### src/rtl/srbg_pkg.sv
// Package with register map, field positions, reset values and scale constants for the rate generator
package srbg_pkg;
    // Register byte offsets, one aligned word each
    localparam logic [4:0] OFS_RATE_CONTROL = 5'h00;
    localparam logic [4:0] OFS_DIVISOR_LOW  = 5'h04;
    localparam logic [4:0] OFS_DIVISOR_HIGH = 5'h08;
    localparam logic [4:0] OFS_MODE_CONTROL = 5'h0c;
    localparam logic [4:0] OFS_IRQ_STATUS   = 5'h10;
    localparam logic [4:0] OFS_IRQ_CLEAR    = 5'h14;
    localparam logic [4:0] OFS_IRQ_ENABLE   = 5'h18;
    // rate_control field positions
    localparam int BIT_AUTO_OVERFLOW  = 7;
    localparam int BIT_RX_IDLE        = 6;
    localparam int BIT_CLOCK_POLARITY = 4;
    localparam int BIT_DIVIDER_WIDTH  = 3;
    localparam int BIT_WAKE_ENABLE    = 1;
    localparam int BIT_AUTO_ENABLE    = 0;
    // mode_control field positions
    localparam int BIT_SYNC_MODE      = 0;
    localparam int BIT_HIGH_RATE      = 1;
    // Interrupt event positions
    localparam int IRQ_RECEIVE_FLAG   = 0;
    localparam int IRQ_AUTO_DONE      = 1;
    localparam int IRQ_AUTO_OVERFLOW  = 2;
    localparam int IRQ_COUNT          = 3;
    // Reset values
    localparam logic [15:0] DIVISOR_RESET = 16'h0000;
    localparam logic [7:0]  CTRL_RESET    = 8'h00;
    // Prescale terminal counts (multiplier minus one)
    localparam logic [5:0] SCALE_64_M1 = 6'h3f;
    localparam logic [5:0] SCALE_16_M1 = 6'h0f;
    localparam logic [5:0] SCALE_4_M1  = 6'h03;
    // Auto-rate measures this many further falling edges after the first
    localparam logic [2:0] AUTO_EDGES  = 3'h4;
    // Auto-rate measurement states, Gray along the path
    typedef enum logic [1:0] {
        ABD_IDLE = 2'b00,
        ABD_WAIT = 2'b01,
        ABD_MEAS = 2'b11
    } srbg_abd_t;
endpackage

### src/rtl/srbg_rate_if.sv
// Interface carrying rate timer setup and tick between the top and the timer
`timescale 1ns/1ps
`default_nettype none
interface srbg_rate_if;
    logic        restart;  // Clear the timer at once
    logic [15:0] divisor;  // Divisor value n
    logic        wide;     // 16-bit divider when high
    logic [5:0]  scale;    // Prescale terminal count
    logic        tick;     // One bit period elapsed

    modport ctrl  (output restart, output divisor, output wide, output scale, input tick);
    modport timer (input restart, input divisor, input wide, input scale, output tick);
endinterface
`default_nettype wire

### src/rtl/srbg_rate_timer.sv
// Free-running rate timer: prescaler followed by divisor counter
`timescale 1ns/1ps
`default_nettype none
module srbg_rate_timer
    import srbg_pkg::*;
(
    input wire logic         clock,
    input wire logic         reset_n,
    srbg_rate_if.timer       rif
);
    logic [5:0]  pre_q;    // Prescale count
    logic [15:0] cnt_q;    // Divisor count
    logic        tick_q;   // Registered tick
    logic [15:0] limit;    // Effective divisor
    logic        pre_end;  // Prescaler wrap

    // Narrow mode sees only the low byte
    assign limit   = rif.wide ? rif.divisor : {8'h00, rif.divisor[7:0]};
    assign pre_end = (pre_q == rif.scale);
    assign rif.tick = tick_q;

    // Prescaler supplies the multiplier of the period
    always_ff @(posedge clock or negedge reset_n)
    begin
        if (!reset_n)
            pre_q <= 6'h00;
        else if (rif.restart)
            pre_q <= 6'h00;
        else if (pre_end)
            pre_q <= 6'h00;
        else
            pre_q <= pre_q + 6'h01;
    end

    // Divisor counter gives n+1 prescale periods
    always_ff @(posedge clock or negedge reset_n)
    begin
        if (!reset_n)
            cnt_q <= 16'h0000;
        else if (rif.restart)
            cnt_q <= 16'h0000;
        else if (pre_end)
        begin
            if (cnt_q >= limit)
                cnt_q <= 16'h0000;
            else
                cnt_q <= cnt_q + 16'h0001;
        end
    end

    // Tick on the first clock after each bit period ends
    always_ff @(posedge clock or negedge reset_n)
    begin
        if (!reset_n)
            tick_q <= 1'b0;
        else
            tick_q <= !rif.restart && pre_end && (cnt_q >= limit);
    end
endmodule // srbg_rate_timer
`default_nettype wire

### src/rtl/srbg_top.sv
// Serial port rate generator with rate control register, wake and auto-rate logic
//
// Function
// - Async: polarity bit inverts transmit pin data
// - Sync: polarity picks rising or falling edge
// - Width bit picks 16-bit or 8-bit divider
// - Wake: falling edge sets flag, clears enable
// - Reset gives 8-bit; one generator both modes
// - Divisor byte pair sets timer period
// - Async multiplier depends on high-rate, width
// - Sync mode ignores high-rate select
// - Divisor write clears rate timer immediately
// - Rates: 64(n+1), 16(n+1), 4(n+1)
// - Idle flag one when idle, else zero
`timescale 1ns/1ps
`default_nettype none
module srbg_top
    import srbg_pkg::*;
(
    input  wire logic        clock,
    input  wire logic        reset_n,
    input  wire logic [4:0]  avs_address,
    input  wire logic        avs_read,
    input  wire logic        avs_write,
    input  wire logic [31:0] avs_writedata,
    input  wire logic [3:0]  avs_byteenable,
    output logic      [31:0] avs_readdata,
    output logic             avs_waitrequest,
    input  wire logic        rx_pin,
    input  wire logic        link_clock,
    input  wire logic        tx_data,
    input  wire logic        rx_busy,
    output logic             transmit_clock_pin,
    output logic             rate_tick,
    output logic             data_strobe,
    output logic             receive_flag,
    output logic             irq
);
    import srbg_pkg::*;

    srbg_rate_if rif ();  // Link to the rate timer

    // Control state
    logic        pol_q; // clock_polarity_select
    logic        wide_q; // divider_width_select
    logic        wake_q; // wake_on_edge_enable
    logic        auto_q; // auto_rate_detect_enable
    logic        ovf_q; // Auto-rate overflow
    logic        sync_q; // Synchronous mode
    logic        high_q; // high_rate_select
    logic [15:0] div_q; // Divisor byte pair
    logic [IRQ_COUNT-1:0] ist_q; // Sticky events
    logic [IRQ_COUNT-1:0] ien_q; // Event enables
    // Bus slave state
    logic        wait_q; // waitrequest
    logic [31:0] rdata_q; // Read data
    // Output flops
    logic        pin_q; // Transmit pin
    logic        tick_q; // Rate tick copy
    logic        strobe_q; // Sync sample strobe
    logic        rflag_q; // Receive flag pulse
    logic        irq_q; // Interrupt level
    // Input synchronisers: index 0 receive pin, 1 link clock
    logic [2:0]  sync_s_q [2]; // Three-stage chains
    logic        lvl_q [2]; // Filtered levels, one process each
    logic [1:0]  chg; // Accepted change
    // Auto-rate measurement
    srbg_abd_t   abd_q; // Measurement state
    logic [8:0]  apre_q; // Eight-bit-time prescale
    logic [16:0] acnt_q; // Measured count
    logic [2:0]  aedge_q; // Falling edges seen
    // Decoded strobes
    logic        wr_acc; // Write taken this edge
    logic        rd_acc; // Read sampled this edge
    logic        rx_fall; // Receive pin fell
    logic        wake_hit; // Wake edge event
    logic        abd_done; // Measurement complete
    logic        abd_over; // Measurement overflow
    logic        div_wr; // Divisor write
    logic [IRQ_COUNT-1:0] ev; // Event pulses
    logic [IRQ_COUNT-1:0] clr; // Clear pulses
    logic [7:0]  wbyte; // Lane 0 write data

    // A write is taken one edge after waitrequest drops; a read is sampled at the edge where it drops
    assign wr_acc = avs_write && !wait_q && avs_byteenable[0];
    assign rd_acc = avs_read && wait_q;
    assign wbyte  = avs_writedata[7:0];
    assign div_wr = wr_acc && ((avs_address == OFS_DIVISOR_LOW) || (avs_address == OFS_DIVISOR_HIGH));

    // Synchronisers: a change counts once stages two and three agree
    genvar g;
    generate
        for (g = 0; g < 2; g++)
        begin : g_sync
            always_ff @(posedge clock or negedge reset_n)
            begin
                if (!reset_n)
                begin
                    sync_s_q[g] <= (g == 0) ? 3'h7 : 3'h0; // Idle levels: no false edge
                    lvl_q[g]    <= (g == 0);
                end
                else
                begin
                    sync_s_q[g] <= {sync_s_q[g][1:0], (g == 0) ? rx_pin : link_clock};
                    if (chg[g])
                        lvl_q[g] <= sync_s_q[g][2];
                end
            end
            assign chg[g] = (sync_s_q[g][1] == sync_s_q[g][2]) && (sync_s_q[g][2] != lvl_q[g]);
        end
    endgenerate

    assign rx_fall  = chg[0] && !sync_s_q[0][2];
    assign wake_hit = !sync_q && wake_q && rx_fall;

    // Timer setup; sync mode drops high-rate from the choice
    always_comb
    begin
        rif.restart = div_wr || abd_done;
        rif.divisor = div_q;
        rif.wide    = wide_q;
        if (sync_q)
            rif.scale = SCALE_4_M1;
        else if (!wide_q && !high_q)
            rif.scale = SCALE_64_M1;
        else if (wide_q && high_q)
            rif.scale = SCALE_4_M1;
        else
            rif.scale = SCALE_16_M1;
    end

    srbg_rate_timer u_timer (
        .clock   (clock),
        .reset_n (reset_n),
        .rif     (rif)
    );

    // Auto-rate measurement control
    assign abd_over = (abd_q == ABD_MEAS) && acnt_q[16];
    assign abd_done = (abd_q == ABD_MEAS) && rx_fall && (aedge_q == AUTO_EDGES - 3'h1) && !acnt_q[16];

    // Measure eight bit times between first and fifth falling edge
    always_ff @(posedge clock or negedge reset_n)
    begin
        if (!reset_n)
            abd_q <= ABD_IDLE;
        else
        begin
            case (abd_q)
                ABD_IDLE:
                    if (auto_q && !sync_q)
                        abd_q <= ABD_WAIT;
                ABD_WAIT:
                    if (!auto_q || sync_q)
                        abd_q <= ABD_IDLE;
                    else if (rx_fall)
                        abd_q <= ABD_MEAS;
                ABD_MEAS:
                    if (abd_done || abd_over || !auto_q)
                        abd_q <= ABD_IDLE;
                default:
                    abd_q <= ABD_IDLE;
            endcase
        end
    end

    // Count in units of eight times the multiplier
    always_ff @(posedge clock or negedge reset_n)
    begin
        if (!reset_n)
        begin
            apre_q  <= 9'h000;
            acnt_q  <= 17'h00000;
            aedge_q <= 3'h0;
        end
        else if (abd_q != ABD_MEAS)
        begin
            apre_q  <= 9'h000;
            acnt_q  <= 17'h00000;
            aedge_q <= 3'h0;
        end
        else
        begin
            if (apre_q == {rif.scale, 3'h7})
            begin
                apre_q <= 9'h000;
                acnt_q <= acnt_q + 17'h00001;
            end
            else
                apre_q <= apre_q + 9'h001;
            if (rx_fall)
                aedge_q <= aedge_q + 3'h1;
        end
    end

    // Rate control bits; hardware clears win over the same-cycle write
    always_ff @(posedge clock or negedge reset_n)
    begin
        if (!reset_n)
        begin
            pol_q  <= CTRL_RESET[BIT_CLOCK_POLARITY];
            wide_q <= CTRL_RESET[BIT_DIVIDER_WIDTH];
            wake_q <= CTRL_RESET[BIT_WAKE_ENABLE];
            auto_q <= CTRL_RESET[BIT_AUTO_ENABLE];
            ovf_q  <= CTRL_RESET[BIT_AUTO_OVERFLOW];
        end
        else
        begin
            if (wr_acc && avs_address == OFS_RATE_CONTROL)
            begin
                pol_q  <= wbyte[BIT_CLOCK_POLARITY];
                wide_q <= wbyte[BIT_DIVIDER_WIDTH];
                wake_q <= wbyte[BIT_WAKE_ENABLE];
                auto_q <= wbyte[BIT_AUTO_ENABLE];
                ovf_q  <= wbyte[BIT_AUTO_OVERFLOW];
            end
            if (wake_hit)
                wake_q <= 1'b0;
            if (abd_done || abd_over)
                auto_q <= 1'b0;
            if (abd_over)
                ovf_q <= 1'b1;
        end
    end

    // Mode bits and divisor; auto-rate result loads n
    always_ff @(posedge clock or negedge reset_n)
    begin
        if (!reset_n)
        begin
            sync_q <= 1'b0;
            high_q <= 1'b0;
            div_q  <= DIVISOR_RESET;
        end
        else
        begin
            if (wr_acc && avs_address == OFS_MODE_CONTROL)
            begin
                sync_q <= wbyte[BIT_SYNC_MODE];
                high_q <= wbyte[BIT_HIGH_RATE];
            end
            if (abd_done)
                div_q <= acnt_q[15:0] - 16'h0001;
            else if (wr_acc && avs_address == OFS_DIVISOR_LOW)
                div_q[7:0] <= wbyte;
            else if (wr_acc && avs_address == OFS_DIVISOR_HIGH)
                div_q[15:8] <= wbyte;
        end
    end

    // Events and clears for the sticky status
    assign ev[IRQ_RECEIVE_FLAG]  = wake_hit;
    assign ev[IRQ_AUTO_DONE]     = abd_done;
    assign ev[IRQ_AUTO_OVERFLOW] = abd_over;
    assign clr = (wr_acc && avs_address == OFS_IRQ_CLEAR) ? wbyte[IRQ_COUNT-1:0] : '0;

    // Sticky status: a new event beats a same-cycle clear
    always_ff @(posedge clock or negedge reset_n)
    begin
        if (!reset_n)
            ist_q <= '0;
        else
            ist_q <= (ist_q & ~clr) | ev;
    end

    // Interrupt enables
    always_ff @(posedge clock or negedge reset_n)
    begin
        if (!reset_n)
            ien_q <= '0;
        else if (wr_acc && avs_address == OFS_IRQ_ENABLE)
            ien_q <= wbyte[IRQ_COUNT-1:0];
    end

    // Waitrequest drops for one cycle per request
    always_ff @(posedge clock or negedge reset_n)
    begin
        if (!reset_n)
            wait_q <= 1'b1;
        else if (wait_q)
            wait_q <= !(avs_read || avs_write);
        else
            wait_q <= 1'b1;
    end

    // Read mux sampled as waitrequest falls; unmapped reads zero
    always_ff @(posedge clock or negedge reset_n)
    begin
        if (!reset_n)
            rdata_q <= 32'h0000_0000;
        else if (rd_acc)
        begin
            rdata_q <= 32'h0000_0000;
            if (avs_address == OFS_RATE_CONTROL)
            begin
                rdata_q[BIT_AUTO_OVERFLOW]  <= ovf_q;
                rdata_q[BIT_RX_IDLE]        <= !rx_busy;
                rdata_q[BIT_CLOCK_POLARITY] <= pol_q;
                rdata_q[BIT_DIVIDER_WIDTH]  <= wide_q;
                rdata_q[BIT_WAKE_ENABLE]    <= wake_q;
                rdata_q[BIT_AUTO_ENABLE]    <= auto_q;
            end
            else if (avs_address == OFS_DIVISOR_LOW)
                rdata_q[7:0] <= div_q[7:0];
            else if (avs_address == OFS_DIVISOR_HIGH)
                rdata_q[7:0] <= div_q[15:8];
            else if (avs_address == OFS_MODE_CONTROL)
            begin
                rdata_q[BIT_SYNC_MODE] <= sync_q;
                rdata_q[BIT_HIGH_RATE] <= high_q;
            end
            else if (avs_address == OFS_IRQ_STATUS)
                rdata_q[IRQ_COUNT-1:0] <= ist_q;
            else if (avs_address == OFS_IRQ_ENABLE)
                rdata_q[IRQ_COUNT-1:0] <= ien_q;
        end
    end

    // Transmit pin: inverted data only in async mode
    always_ff @(posedge clock or negedge reset_n)
    begin
        if (!reset_n)
            pin_q <= 1'b1;
        else if (!sync_q)
            pin_q <= tx_data ^ pol_q;
        else
            pin_q <= tx_data;
    end

    // Sync strobe on the link clock edge chosen by polarity
    always_ff @(posedge clock or negedge reset_n)
    begin
        if (!reset_n)
            strobe_q <= 1'b0;
        else
            strobe_q <= sync_q && chg[1] && (sync_s_q[1][2] == pol_q);
    end

    // Registered pulses and interrupt level
    always_ff @(posedge clock or negedge reset_n)
    begin
        if (!reset_n)
        begin
            tick_q  <= 1'b0;
            rflag_q <= 1'b0;
            irq_q   <= 1'b0;
        end
        else
        begin
            tick_q  <= rif.tick;
            rflag_q <= wake_hit;
            irq_q   <= |((((ist_q & ~clr) | ev)) & ien_q);
        end
    end

    assign avs_readdata = rdata_q;
    assign avs_waitrequest = wait_q;
    assign transmit_clock_pin = pin_q;
    assign rate_tick = tick_q;
    assign data_strobe = strobe_q;
    assign receive_flag = rflag_q;
    assign irq = irq_q;
endmodule // srbg_top
`default_nettype wire

### config.mk
export PLATFORM = sky130hd
export DESIGN_NAME = srbg_top
export DESIGN_NICKNAME = d
export VERILOG_FILES = /design/src/rtl/srbg_pkg.sv /design/src/rtl/srbg_rate_if.sv /design/src/rtl/srbg_rate_timer.sv /design/src/rtl/srbg_top.sv
export SDC_FILE = /design/constraint.sdc
export NUM_CORES = 1
export LEC_CHECK = 0
export BUFFER_PORTS_ARGS = -buffer_cell sky130_fd_sc_hd__buf_2
export CAP_MARGIN = 20
export CORE_UTILIZATION = 55
export DETAILED_ROUTE_END_ITERATION = 16
export PLACE_DENSITY_LB_ADDON = 0.08
export SLEW_MARGIN = 20
export SYNTH_ARGS = -nofsm -noshare
export SYNTH_HDL_FRONTEND = slang
export SYNTH_SLANG_ARGS = --single-unit
### constraint.sdc
create_clock -name clock -period 4.6 [get_ports clock]
set_clock_uncertainty 0.1 [all_clocks]
set_input_delay 0.69 -clock clock [delete_from_list [all_inputs] [get_ports clock]]
set_output_delay 0.69 -clock clock [all_outputs]
set_load 0.1 [all_outputs]
# --- Yosys cells after proc, flatten, opt, wreduce, memory -nomap -nowiden ---
# Index checks and enable logic that the tools add are counted.
word_totals:
  regBits: 105
  in_bits: 49
op_classes:
  n_addsub: 6
  magnitude_cmp: 1
  n_eq_ne: 21
  mux: 45
  n_bitwise: 5
  n_reduce_logical: 55
op_table:
  columns: ["op", "n"]
  rows:
  - ["2-to-1 mux 16 bit", 5]
  - ["2-to-1 mux 17 bit", 2]
  - ["2-to-1 mux 8 bit", 4]
  - ["logical AND 1 bit", 26]
  - ["2-to-1 mux 6 bit", 4]
  - ["2-to-1 mux 3 bit", 6]
  - ["2-to-1 mux 9 bit", 2]
  - ["adder 17 x 1 -> 17 bit, second input constant", 1]
  - ["adder 16 x 1 -> 16 bit, second input constant", 1]
  - [">= comparator 16 bit", 1]
  - ["2-to-1 mux 2 bit", 8]
  - ["nonzero test 2 bit", 8]
  - ["subtractor 16 x 1 -> 16 bit, second input constant", 1]
  - ["equality test 5 bit, second input constant", 3]
  - ["2-to-1 mux 1 bit", 11]
  - ["equality test 5 x 4 -> 1 bit, second input constant", 2]
  - ["logical NOT 1 bit", 10]
  - ["adder 9 x 1 -> 9 bit, second input constant", 1]
  - ["equality test 9 bit", 1]
  - ["adder 6 x 1 -> 6 bit, second input constant", 1]
  - ["AND 3 bit", 2]
  - ["equality test 6 bit", 1]
  - ["logical OR 1 bit", 6]
  - ["!= test 2 bit, second input constant", 3]
  - ["20 further kinds", 23]

# --- Logic depth before layout (Yosys ltp) ---
# Gate-level depths: netlist of run 1.
depth:
  word_depth: 10
  ltp_mapped: 10
  mapped_depth_nobuf: 8

# --- Cells and area by module ---
# Synthesis of run 1 repeated with hierarchy kept, for this count alone.
hier_totals:
  cells_unflattened: 641
  area_unflattened_um2: 6311.1
modules_own_cells:
  columns: ["mod", "instances", "cells_each", "area_per_inst_um2", "seq_area_each_um2"]
  rows:
  - ["srbg_top", 1, 460, 4687.0, 2059.5]
  - ["srbg_rate_timer", 1, 181, 1624.1, 575.6]

# --- Worst setup path before layout of run 1 ---
# Ideal clock, no wire load.
synth_timing:
  path_kind: "flip-flop to flip-flop"
  startpoint: "register wide_q (netlist: rif.wide)"
  endpoint: "register u_timer.cnt_q[14]"
  setup_time_ps: 87
  t_arrival_ps: 2285
  t_required_ps: 4413
  slack_ps: 2128
  path_stages_with_launch: 11
  n_path_buf: 2
  period_less_slack_ps: 2472
  path_cell_list: "dfrtp_1 clkbuf_1 nand2_1 ha_1 a21o_1 a221oi_1 a21boi_0 a311o_1 clkbuf_1 nand3_1 o211ai_1"
synth_between:
  elab_chain_cells: 6
  word_cells_on_any_way: 13
  classes_between: "1 x order compare; 1 x eq/ne; 7 x mux; 4 x reduce/logical"
synth_rtl:
  columns: ["element", "line_no", "source"]
  rows:
  - ["start, declared", "srbg_top.sv:45", "logic wide_q;"]
  - ["start signal, assigned", "srbg_top.sv:202", "wide_q <= CTRL_RESET[BIT_DIVIDER_WIDTH];"]
  - ["start signal, assigned", "srbg_top.sv:212", "wide_q <= wbyte[BIT_DIVIDER_WIDTH];"]
  - ["parallel branches: the longest is 6 deep, another holds >= comparator 16 bit", null, null]
  - ["end signal, assigned", "srbg_rate_timer.sv:47", "cnt_q <= cnt_q + 16'h0001;"]
  - ["end, declared", "srbg_rate_timer.sv:12", "logic [15:0] cnt_q;"]
# Several ways; the timed one is not identified. The select of a mux whose other input is x is not followed.
# A chain may end at the register's enable or synchronous reset.

# --- Worst setup path after layout of run 1 ---
layout_timing:
  startpoint: "register aedge_q[0]"
  endpoint: "register u_timer.cnt_q[15]"
layout_between:
  elab_chain_cells: 5
  word_cells_on_any_way: 6
  classes_between: "1 x eq/ne; 1 x mux; 4 x reduce/logical"
layout_rtl:
  columns: ["element", "line_no", "source"]
  rows:
  - ["start, declared", "srbg_top.sv:71", "logic [2:0] aedge_q;"]
  - ["start signal, assigned", "srbg_top.sv:192", "aedge_q <= aedge_q + 3'h1;"]
  - ["equality test 3 x 2 -> 1 bit (*)", "srbg_top.sv:140", "assign abd_done = (abd_q == ABD_MEAS) && rx_fall && (aedge_q == AUTO_EDGES - 3'h1) && !acnt_q[16];"]
  - ["logical AND 1 bit (*) (2 in a row)", "srbg_top.sv:140", null]
  - ["logical OR 1 bit (*)", "srbg_top.sv:119", "rif.restart = div_wr || abd_done;"]
  - ["2-to-1 mux 16 bit / nonzero test 2 bit (equally long branches)", null, null]
# Every way passes the cells marked *; elsewhere a longest branch is shown, timed or not.

==> metrics.yaml, run 1 <==
yosys-top-cells-count: "99 x dfrtp_1, 70 x nand2_1, 70 x nor2_1"
via_count: 4511
power.share.combinational: 0.230
dpl_cell_area_sq_um: 6120
worst_path_most_repeated_cell: "ha_1"
slew_headroom: 0.379
worstPathArrival_ns: 3.02
grt.total_usage: 0.244
grt_setup_unrepaired: "false"
synth_top_area_cell: "dfrtp_1"
syn_inst: 626
synth_cell_type_count: 65
synth_area_sq_um: 5970
power.internal_w: 0.00136
gp_congestion: 0.833
hold_class: "flip-flop to flip-flop"
crit_chain: "ha_1 -> ha_1 -> and4bb_2 -> a32oi_1 -> nand4_1 -> and2b_1 -> buf_4 -> nand2_1 -> o211ai_1"
root_buffer: "clkbuf_8"
synth.top_cell.area_share: 0.415
drive_gt1_frac: 0.126
grt_overflow: 0
p_leak_nw: 2.87
antenna_found_initial: 0
die_area_sq_um: 11300
powerDensity_nw_per_um2: 337
dp.cells: 772
required_ns: 4.81
start_util: 0.573
clock-sinks: 105
core_area_sq_um: 10400
p_switching_w: 0.000771
finalHoldViolCount: 0
postCtsSetupBuffers: 0
dr.pass1.iters: 7
wl_per_cell_microns: 16.1
synth_area_leaders: "dfrtp_1 41%, ha_1 4.8%, nand2_1 4.4%"
p_sw_frac: 0.363
async_reset_ff_frac: 1.00
cts_buffers: 9
grt_max_degree: 72
synth_area_per_cell_sq_um: 9.54
slew_viol_final: 0
ir_drop_uv: 258
worst_pin_slew_ns: 0.930
path_clk_slew_ns: 0.11
io_buffers: 35
setup_viol: 0
hpwl_microns: 9250
synth_warnings: 0
worstSetupEndpointType: "flip-flop"
status: "finished clean"
start_kind: "flip-flop"
cts_resized: 0
clk_latency_ns: 0.40
synth-edff-count: 0
tritoncts: "yes"
synth_most_common_cell: "dfrtp_1"
fin_cells: 788
rows: 37
crit_type: "flip-flop to flip-flop"
ant_nets: 0
io-pin-count: 87
cts.path.max_buffers: 2
nets: 719
n_antenna_cell: 0
area_growth_pct: 5.55
vias_per_cell: 5.72
critPathMaxFanout: 22
routed_wl_microns: 12700
fin_crit_sh: 0.610
ys_seq_elements: 105
grt_pass1_wl_microns: 21400
cpPeakStageDelay_ns: 0.42
fin_setup_tns_ns: 0
max_cap_viol_count: 0
die_w_microns: 106
min_period_ns: 2.80
die-height_microns: 106
drc: 0
yosysSeqAreaShare: 0.441
slowest_stage: "dfrtp_1"
fmax_ghz: 0.357
cts_hold_buffers: 0
htreeDepth: 3
first_iter_violations: 273
post-route-cell-area_sq_um: 6300
timing.hold.ws_ns: 0.262
synthFlopType: "dfrtp_1"
first_global_vias: 4303
utilization: 0.605
power_frac_seq: 0.507
power_frac_clock: 0.263
==> per-layer routing <==
layer	up-vias	share of wire	global-route usage
met5	-	0	0
met3	24	0.044	0.0527
met2	98	0.47	0.391
met4	0	0.022	0.0952
met1	2200	0.46	0.323
li1	2189	-	-
==> power groups by stage <==
| stage | Clock, W | Combinational [W] | Sequential (W) |
|---|---|---|---|
| 6_report | 0.000560 | 0.000489 | 0.00108 |
| 5_1_grt | 0.000605 | 0.000537 | 0.00109 |
| 3_3_place_gp | 0 | 0.000474 | 0.00109 |
| 2_1_floorplan | 0 | 0.000368 | 0.00112 |
| 3_5_place_dp | 0 | 0.000489 | 0.00109 |
| 4_1_cts | 0.000575 | 0.000490 | 0.00108 |
==> state kept, by name, indices dropped and copies added, names as in the netlist, 2 cells and up <==
register,flops
abd_q,2
acnt_q,17
lvl_q,2
div_q,16
aedge_q,3
avs_readdata,8
apre_q,9
sync_s_q,6
ist_q,3
ien_q,3
u_timer.pre_q,6
u_timer.cnt_q,16
==> layout by cell type, fill, tap and decap left out, types with 23 or more instances in the layout <==
cell,count
a21oi_1,29
buf_2,34
conb_1,24
dfrtp_1,99
ha_1,23
mux2i_1,26
nand2_1,70
nand3_1,39
nor2_1,70
xor2_1,26
==> layout make-up <==
type | instances | area [sq um]
fill | 915 | 4110
tap | 136 | 170
inverter | 16 | 60.1
clock buffer | 9 | 124
sequential | 105 | 2640
multi-input combinational | 477 | 3060
timing repair buffer | 38 | 200
clock inverter | 7 | 58.8
==> critical path: cells and delay by family (launching register included) <==
| family | cells | cell delay, ns |
|---|---|---|
| fa+ha+maj | 2 | 0.38 |
| flops | 1 | 0.42 |
| compound gates | 2 | 0.64 |
| simple gates | 4 | 0.93 |
| buf+inv | 1 | 0.25 |
==> final timing paths <==
kind	to	slack (ns)	cells after the start	startpoint
max in group asynchronous	sync_s_q[4]	3.09	2	reset_n
min in group asynchronous	avs_readdata[2]	0.30	1	reset_n
max reg2reg	u_timer.cnt_q[15]	1.80	9	aedge_q[0]
min	sync_s_q[1]	0.26	0	sync_s_q[0]
min reg2reg	sync_s_q[1]	0.26	0	sync_s_q[0]
max	u_timer.cnt_q[15]	1.80	9	aedge_q[0]
==> kinds of logic after synthesis <==
logic type      count (synthesis)  synth area share
simple gates                  267             0.228
flops                         105             0.441
compound gates                 83            0.0907
buf+inv                        67            0.0616
xor+xnor                       43            0.0630
mux                            35            0.0630
fa+ha+maj                      25            0.0515
other cells                     1          0.000628
==> metrics by stage <==
| stage | total power (W) | worst slack, ns |
|---|---|---|
| 4_1_cts | 0.00214 | 1.81 |
| 3_5_place_dp | 0.00158 | 1.73 |
| 2_1_floorplan | 0.00149 | 2.13 |
| 3_3_place_gp | 0.00156 | 1.84 |
| 6_report | 0.00213 | 1.80 |
| 5_1_grt | 0.00223 | 1.57 |
(Power assumes the default switching activity.)
==> inputs of run 2 (changes only) <==
- ABC_AREA: unset -> 1
- CORE_UTILIZATION: 55 -> 53
- clock period: 4.6 -> 2.3 ns (I/O delays scaled with it)
==> run 2 against run 1 <==
Compared with the run above: the flow now finishes with violations (DRC); clock power rose to 2.7 times the previous value; via count up 22%; synthesized cell count up 34%; fmax up 37%; sequential share of layout area down 4.0 points.
==> metrics.yaml, run 2 <==
status: "finished, violations left"
failed_checks: "DRC"
first_global_vias: 5298
clk_latency_ns: 0.36
synth_area_per_cell_sq_um: 7.68
min_period_ns: 2.05
finalHoldViolCount: 0
grt_overflow: 0
synth_simple_gate_area_frac: 0.301
via_count: 5488
die_area_sq_um: 12600
max_cap_viol_count: 0
gp_congestion: 0.878
fmax_ghz: 0.487
required_ns: 2.48
synth_warnings: 0
synthFlopType: "dfrtp_1"
nets: 949
n_antenna_cell: 0
synth_top_family_by_area: "simple AND/OR/NAND/NOR gates"
top_regs: "acnt_q x17, div_q x16, u_timer.cnt_q x16"
io-pin-count: 87
pre_cts_ws_ns: 0.266
fin_setup_tns_ns: 0
ir_drop_uv: 405
io_buffers: 35
tritoncts: "yes"
synth_compound_area_frac: 0.108
first_iter_violations: 321
synthAdderAreaFrac: 0.0447
area_growth_pct: 8.48
clock-sinks: 105
start_kind: "flip-flop"
drive_gt1_frac: 0.129
grt_pass1_wl_microns: 25200
synth.area.mux_share: 0
path_clk_slew_ns: 0.07
ant_nets: 0
synth_area_sq_um: 6430
worstHoldStart: "avs_read"
die_w_microns: 112
slew_viol_final: 0
die-height_microns: 112
hold_class: "primary input to flip-flop"
powerDensity_nw_per_um2: 685
fin_crit_sh: 0.893
ys_seq_elements: 105
regMostFlops: "acnt_q"
power_w: 0.00478
synth_top_area_cell: "dfrtp_1"
drc: 3
layout_commonest_cell: "nand2_1"
antenna_found_initial: 0
grt.total_usage: 0.254
critPathTopFamily: "flip-flops"
wl_per_cell_microns: 14.2
fillCellCount: 1074
yosys.area_share.xor_xnor: 0.0327
crit_type: "flip-flop to flip-flop"
slowest_stage: "dfrtp_1"
largest_register_ffs: 17
worst_slack_ns: 0.246
synth-edff-count: 0
fin_cells: 1025
dp.cells: 1006
hpwl_microns: 11200
rows: 39
cts.path.max_buffers: 2
critPathMaxFanout: 17
yosys-top-cells-count: "211 x nand2_1, 99 x dfrtp_1, 90 x inv_1"
root_buffer: "clkbuf_16"
path_buf_inv: 2
start_util: 0.554
cts_buffers: 9
crit_chain: "nand2_1 -> ha_1 -> nand2_1 -> inv_1 -> o21bai_1 -> nand2_1 -> a21oi_1 -> nand3_1 -> buf_12 -> o21ai_1"
routed_wl_microns: 14600
async_reset_ff_frac: 1.00
reg2reg_slack_ns: 0.25
r2r_start: "rif.wide"
core_area_sq_um: 11600
yosysSeqAreaShare: 0.409
vias_per_cell: 5.35
synth_area_leaders: "dfrtp_1 38%, nand2_1 12%, inv_1 5.2%"
grt_max_degree: 51
worstPathArrival_ns: 2.23
grt_setup_unrepaired: "false"
timing.hold.ws_ns: 0.0557
cp-startpoint: "rif.wide"
htreeDepth: 3
worstSetupEndpointType: "flip-flop"
final_cell_mix: "211 x nand2_1, 99 x dfrtp_1, 90 x inv_1"
p_leak_nw: 3.45
setup_viol: 0
syn_inst: 838
synth_cell_type_count: 43
postCtsSetupBuffers: 0
worst_path_most_repeated_cell: "nand2_1"
dr.pass1.iters: 14
synth.top_cell.area_share: 0.385
cpPeakStageDelay_ns: 0.57
synth_most_common_cell: "nand2_1"
run 2: cell types whose count changed in the layout (fill, tap and decap cells not counted), moves of 10 or more:
cell / delta
inv_2: +10
nor2_1: +18
o21ai_1: +24
inv_1: +74
o21ai_0: +32
xnor2_1: -14
and3_1: -18
nand2_1: +141
nand4_1: +10
mux2i_1: -26
run 2: layer usage:
layer,global-route usage,share of wire
met3,0.0545,0.046
met4,0.0800,0.020
met2,0.436,0.49
met5,0,0
met1,0.321,0.44
run 2: path summary, 6_finish.rpt:
check / cells past startpoint / end
setup / recovery: 10 / u_timer.cnt_q[2]
hold / removal: 2 / avs_waitrequest
setup reg to reg: 10 / u_timer.cnt_q[2]
hold reg to reg: 0 / rate_tick
max in group asynchronous: 3 / sync_s_q[4]
min in group asynchronous: 2 / u_timer.pre_q[4]
run 2: kinds of logic (layout without fill, tap and decap cells):
family	count (synthesis)	count (layout)
xor gates and xnor gates	24	24
buffers and inverters	140	161
AOI/OAI and AO/OA	125	125
DFF	105	105
other	1	24
adders and majority gates	23	23
and+or+nand+nor	420	420
run 2: timing repair:
item | 4_1_cts | 5_1_grt
setup endpoints to repair | 0 | 0
gates resized for setup | 0 | 0
hold endpoints to repair | 27 | 0
hold buffers | 3 | 0
run 2: layout make-up:
type	instances	area [sq um]	area share
repair buffers	45	285	0.0409
clock inverters	6	62.6	0.00896
clock buffers	10	229	0.0328
well taps	143	179	0.0256
inverters	100	375	0.0538
flip-flops and latches	105	2640	0.377
multi-input cells	616	3210	0.460
run 2: report_power, final:
part / leakage [nW] / total, W / switching (W) / internal, W
clock: 0.136 / 0.00151 / 0.000750 / 0.000764
sequential: 1.33 / 0.00218 / 0.000155 / 0.00203
combinational: 1.99 / 0.00108 / 0.000803 / 0.000281
total: 3.45 / 0.00478 / 0.00171 / 0.00307
run 2: worst reg2reg max path, stage by stage (launching register included):
cell      delay (ns)
dfrtp_1         0.57
nand2_1         0.12
ha_1            0.31
nand2_1         0.06
inv_1           0.04
o21bai_1        0.13
nand2_1         0.07
a21oi_1         0.13
nand3_1         0.13
buf_12          0.18
o21ai_1         0.13
run 2: per-stage QoR:
| step | utilization | area [sq um] |
|---|---|---|
| finish | 0.601 | 6980 |
| global route | 0.601 | 6980 |
| CTS | 0.601 | 6980 |
| detailed placement | 0.573 | 6660 |
| global placement | 0.573 | 6660 |
| floorplan | - | 6520 |
==> inputs of run 3 (changes only) <==
- CTS_BUF_LIST: unset -> sky130_fd_sc_hd__clkbuf_16
==> run 3 against run 2 <==
Compared with the run above: the flow still finishes with violations (DRC); hold slack got worse by 0.0021 ns; global-route usage unchanged; largest cell class unchanged; sequential cell count did not move; highest routed layer unchanged; wire length is essentially flat; first-iteration DRC count did not move; sequential power hardly changed; count of clock-buffer cells in the layout shrank 1; via count down 0.18%; critical path depth did not move.
==> metrics.yaml, run 3 (same netlist as run 2, synthesis figures left out) <==
status: "finished, violations left"
failed_checks: "DRC"
worstSetupEndpointType: "flip-flop"
via_count: 5478
fmax_ghz: 0.487
fin_setup_tns_ns: 0
rows: 39
n_antenna_cell: 0
setup_viol: 0
ant_nets: 0
final_cell_mix: "211 x nand2_1, 99 x dfrtp_1, 91 x inv_1"
p_switching_w: 0.00171
drive_gt1_frac: 0.129
io-pin-count: 87
wl_per_cell_microns: 14.3
power_frac_clock: 0.317
routed_wl_microns: 14600
powerDensity_nw_per_um2: 685
layout_commonest_cell: "nand2_1"
die-height_microns: 112
root_buffer: "clkbuf_16"
antenna_found_initial: 0
cts.path.max_buffers: 2
largest_register_ffs: 17
grt_util_met2: 0.436
grt.total_usage: 0.254
hold_class: "primary input to flip-flop"
ir_drop_uv: 405
nets: 949
use_met3: 0.0545
grt-busiest-layer: "met2"
dr.pass1.iters: 13
regMostFlops: "acnt_q"
path_clk_slew_ns: 0.08
grt_pass1_wl_microns: 25200
cts_buffers: 9
die_area_sq_um: 12600
max_cap_viol_count: 0
gp_congestion: 0.878
fillCellCount: 1074
worstPathArrival_ns: 2.23
critPathMaxFanout: 17
p_sw_frac: 0.358
clk_latency_ns: 0.36
hpwl_microns: 11200
first_iter_violations: 321
dp.cells: 1006
fin_crit_sh: 0.893
grt_overflow: 0
postCtsSetupBuffers: 0
start_kind: "flip-flop"
tritoncts: "yes"
first_global_vias: 5298
p_leak_nw: 3.46
core_area_sq_um: 11600
grt_max_degree: 51
finalHoldViolCount: 0
area_growth_pct: 8.48
power.share.combinational: 0.227
crit_type: "flip-flop to flip-flop"
use_met1: 0.321
grt_setup_unrepaired: "false"
top_regs: "acnt_q x17, div_q x16, u_timer.cnt_q x16"
required_ns: 2.48
slew_viol_final: 0
fin_cells: 1025
clock-sinks: 105
vias_per_cell: 5.34
die_w_microns: 112
io_buffers: 35
htreeDepth: 3
min_period_ns: 2.05
start_util: 0.554
power.internal_w: 0.00307
drc: 3
power_frac_seq: 0.457
## run 3: cell count changes in the layout (fill, tap and decap cells not counted), sizes merged
| cell | before | now |
|---|---|---|
| clkbuf | 10 | 9 |
| inv | 103 | 104 |
## run 3: area by class of cell
cell class	instances	area, sq um	share of cell area
inverter	100	375	0.0538
clock inverter	7	66.3	0.00950
clock buffer	9	225	0.0323
tap	143	179	0.0256
sequential	105	2640	0.377
timing repair buffer	45	285	0.0409
multi-input combinational	616	3210	0.460
## run 3: power by group through the flow
stage | clock network, W | logic, W | registers (W)
3_3_place_gp | 0 | 0.00105 | 0.00221
2_1_floorplan | 0 | 0.000731 | 0.00235
3_5_place_dp | 0 | 0.00108 | 0.00222
4_1_cts | 0.00155 | 0.00109 | 0.00218
6_report | 0.00151 | 0.00108 | 0.00218
5_1_grt | 0.00162 | 0.00120 | 0.00221
## run 3: layer usage
layer / vias to the layer above / wire [microns]
met5: - / 0
met4: 0 / 292
met3: 24 / 681
met2: 128 / 7180
met1: 2578 / 6460
li1: 2748 / -
## run 3: worst max-delay path, stage by stage, from the launching register on
cell and delay (ns):
dfrtp_1 0.57, nand2_1 0.12, ha_1 0.31, nand2_1 0.06
inv_1 0.04, o21bai_1 0.13, nand2_1 0.07, a21oi_1 0.13
nand3_1 0.13, buf_12 0.18, o21ai_1 0.13
## run 3: stage by stage
| step | total power, W | area (sq um) | util | worst slack (ns) | hold WS, ns |
|---|---|---|---|---|---|
| 2_1_floorplan | 0.00308 | 6520 | - | 0.378 | -0.0506 |
| 3_3_place_gp | 0.00326 | 6660 | 0.573 | 0.331 | 0.190 |
| 3_5_place_dp | 0.00330 | 6660 | 0.573 | 0.266 | 0.191 |
| 4_1_cts | 0.00483 | 6980 | 0.601 | 0.241 | 0.0397 |
| 5_1_grt | 0.00504 | 6980 | 0.601 | 0.0218 | 0.0496 |
| 6_report | 0.00478 | 6980 | 0.601 | 0.245 | 0.0536 |
## run 3: final timing paths
path | from | to | slack (ns) | cells after the start
worst max-delay path | rif.wide | u_timer.cnt_q[2] | 0.25 | 10
worst min-delay path | avs_read | avs_waitrequest | 0.05 | 2
worst max register to register | rif.wide | u_timer.cnt_q[2] | 0.25 | 10
worst min register to register | u_timer.rif.tick | rate_tick | 0.26 | 0
max in group asynchronous | reset_n | sync_s_q[4] | 1.00 | 3
min in group asynchronous | reset_n | u_timer.pre_q[4] | 0.34 | 2
## run 3: repair_timing
| item | in CTS | in global routing |
|---|---|---|
| hold endpoints to repair | 27 | 0 |
| resized for setup | 0 | 0 |
| hold buffers | 3 | 0 |
| setup endpoints to repair | 0 | 0 |
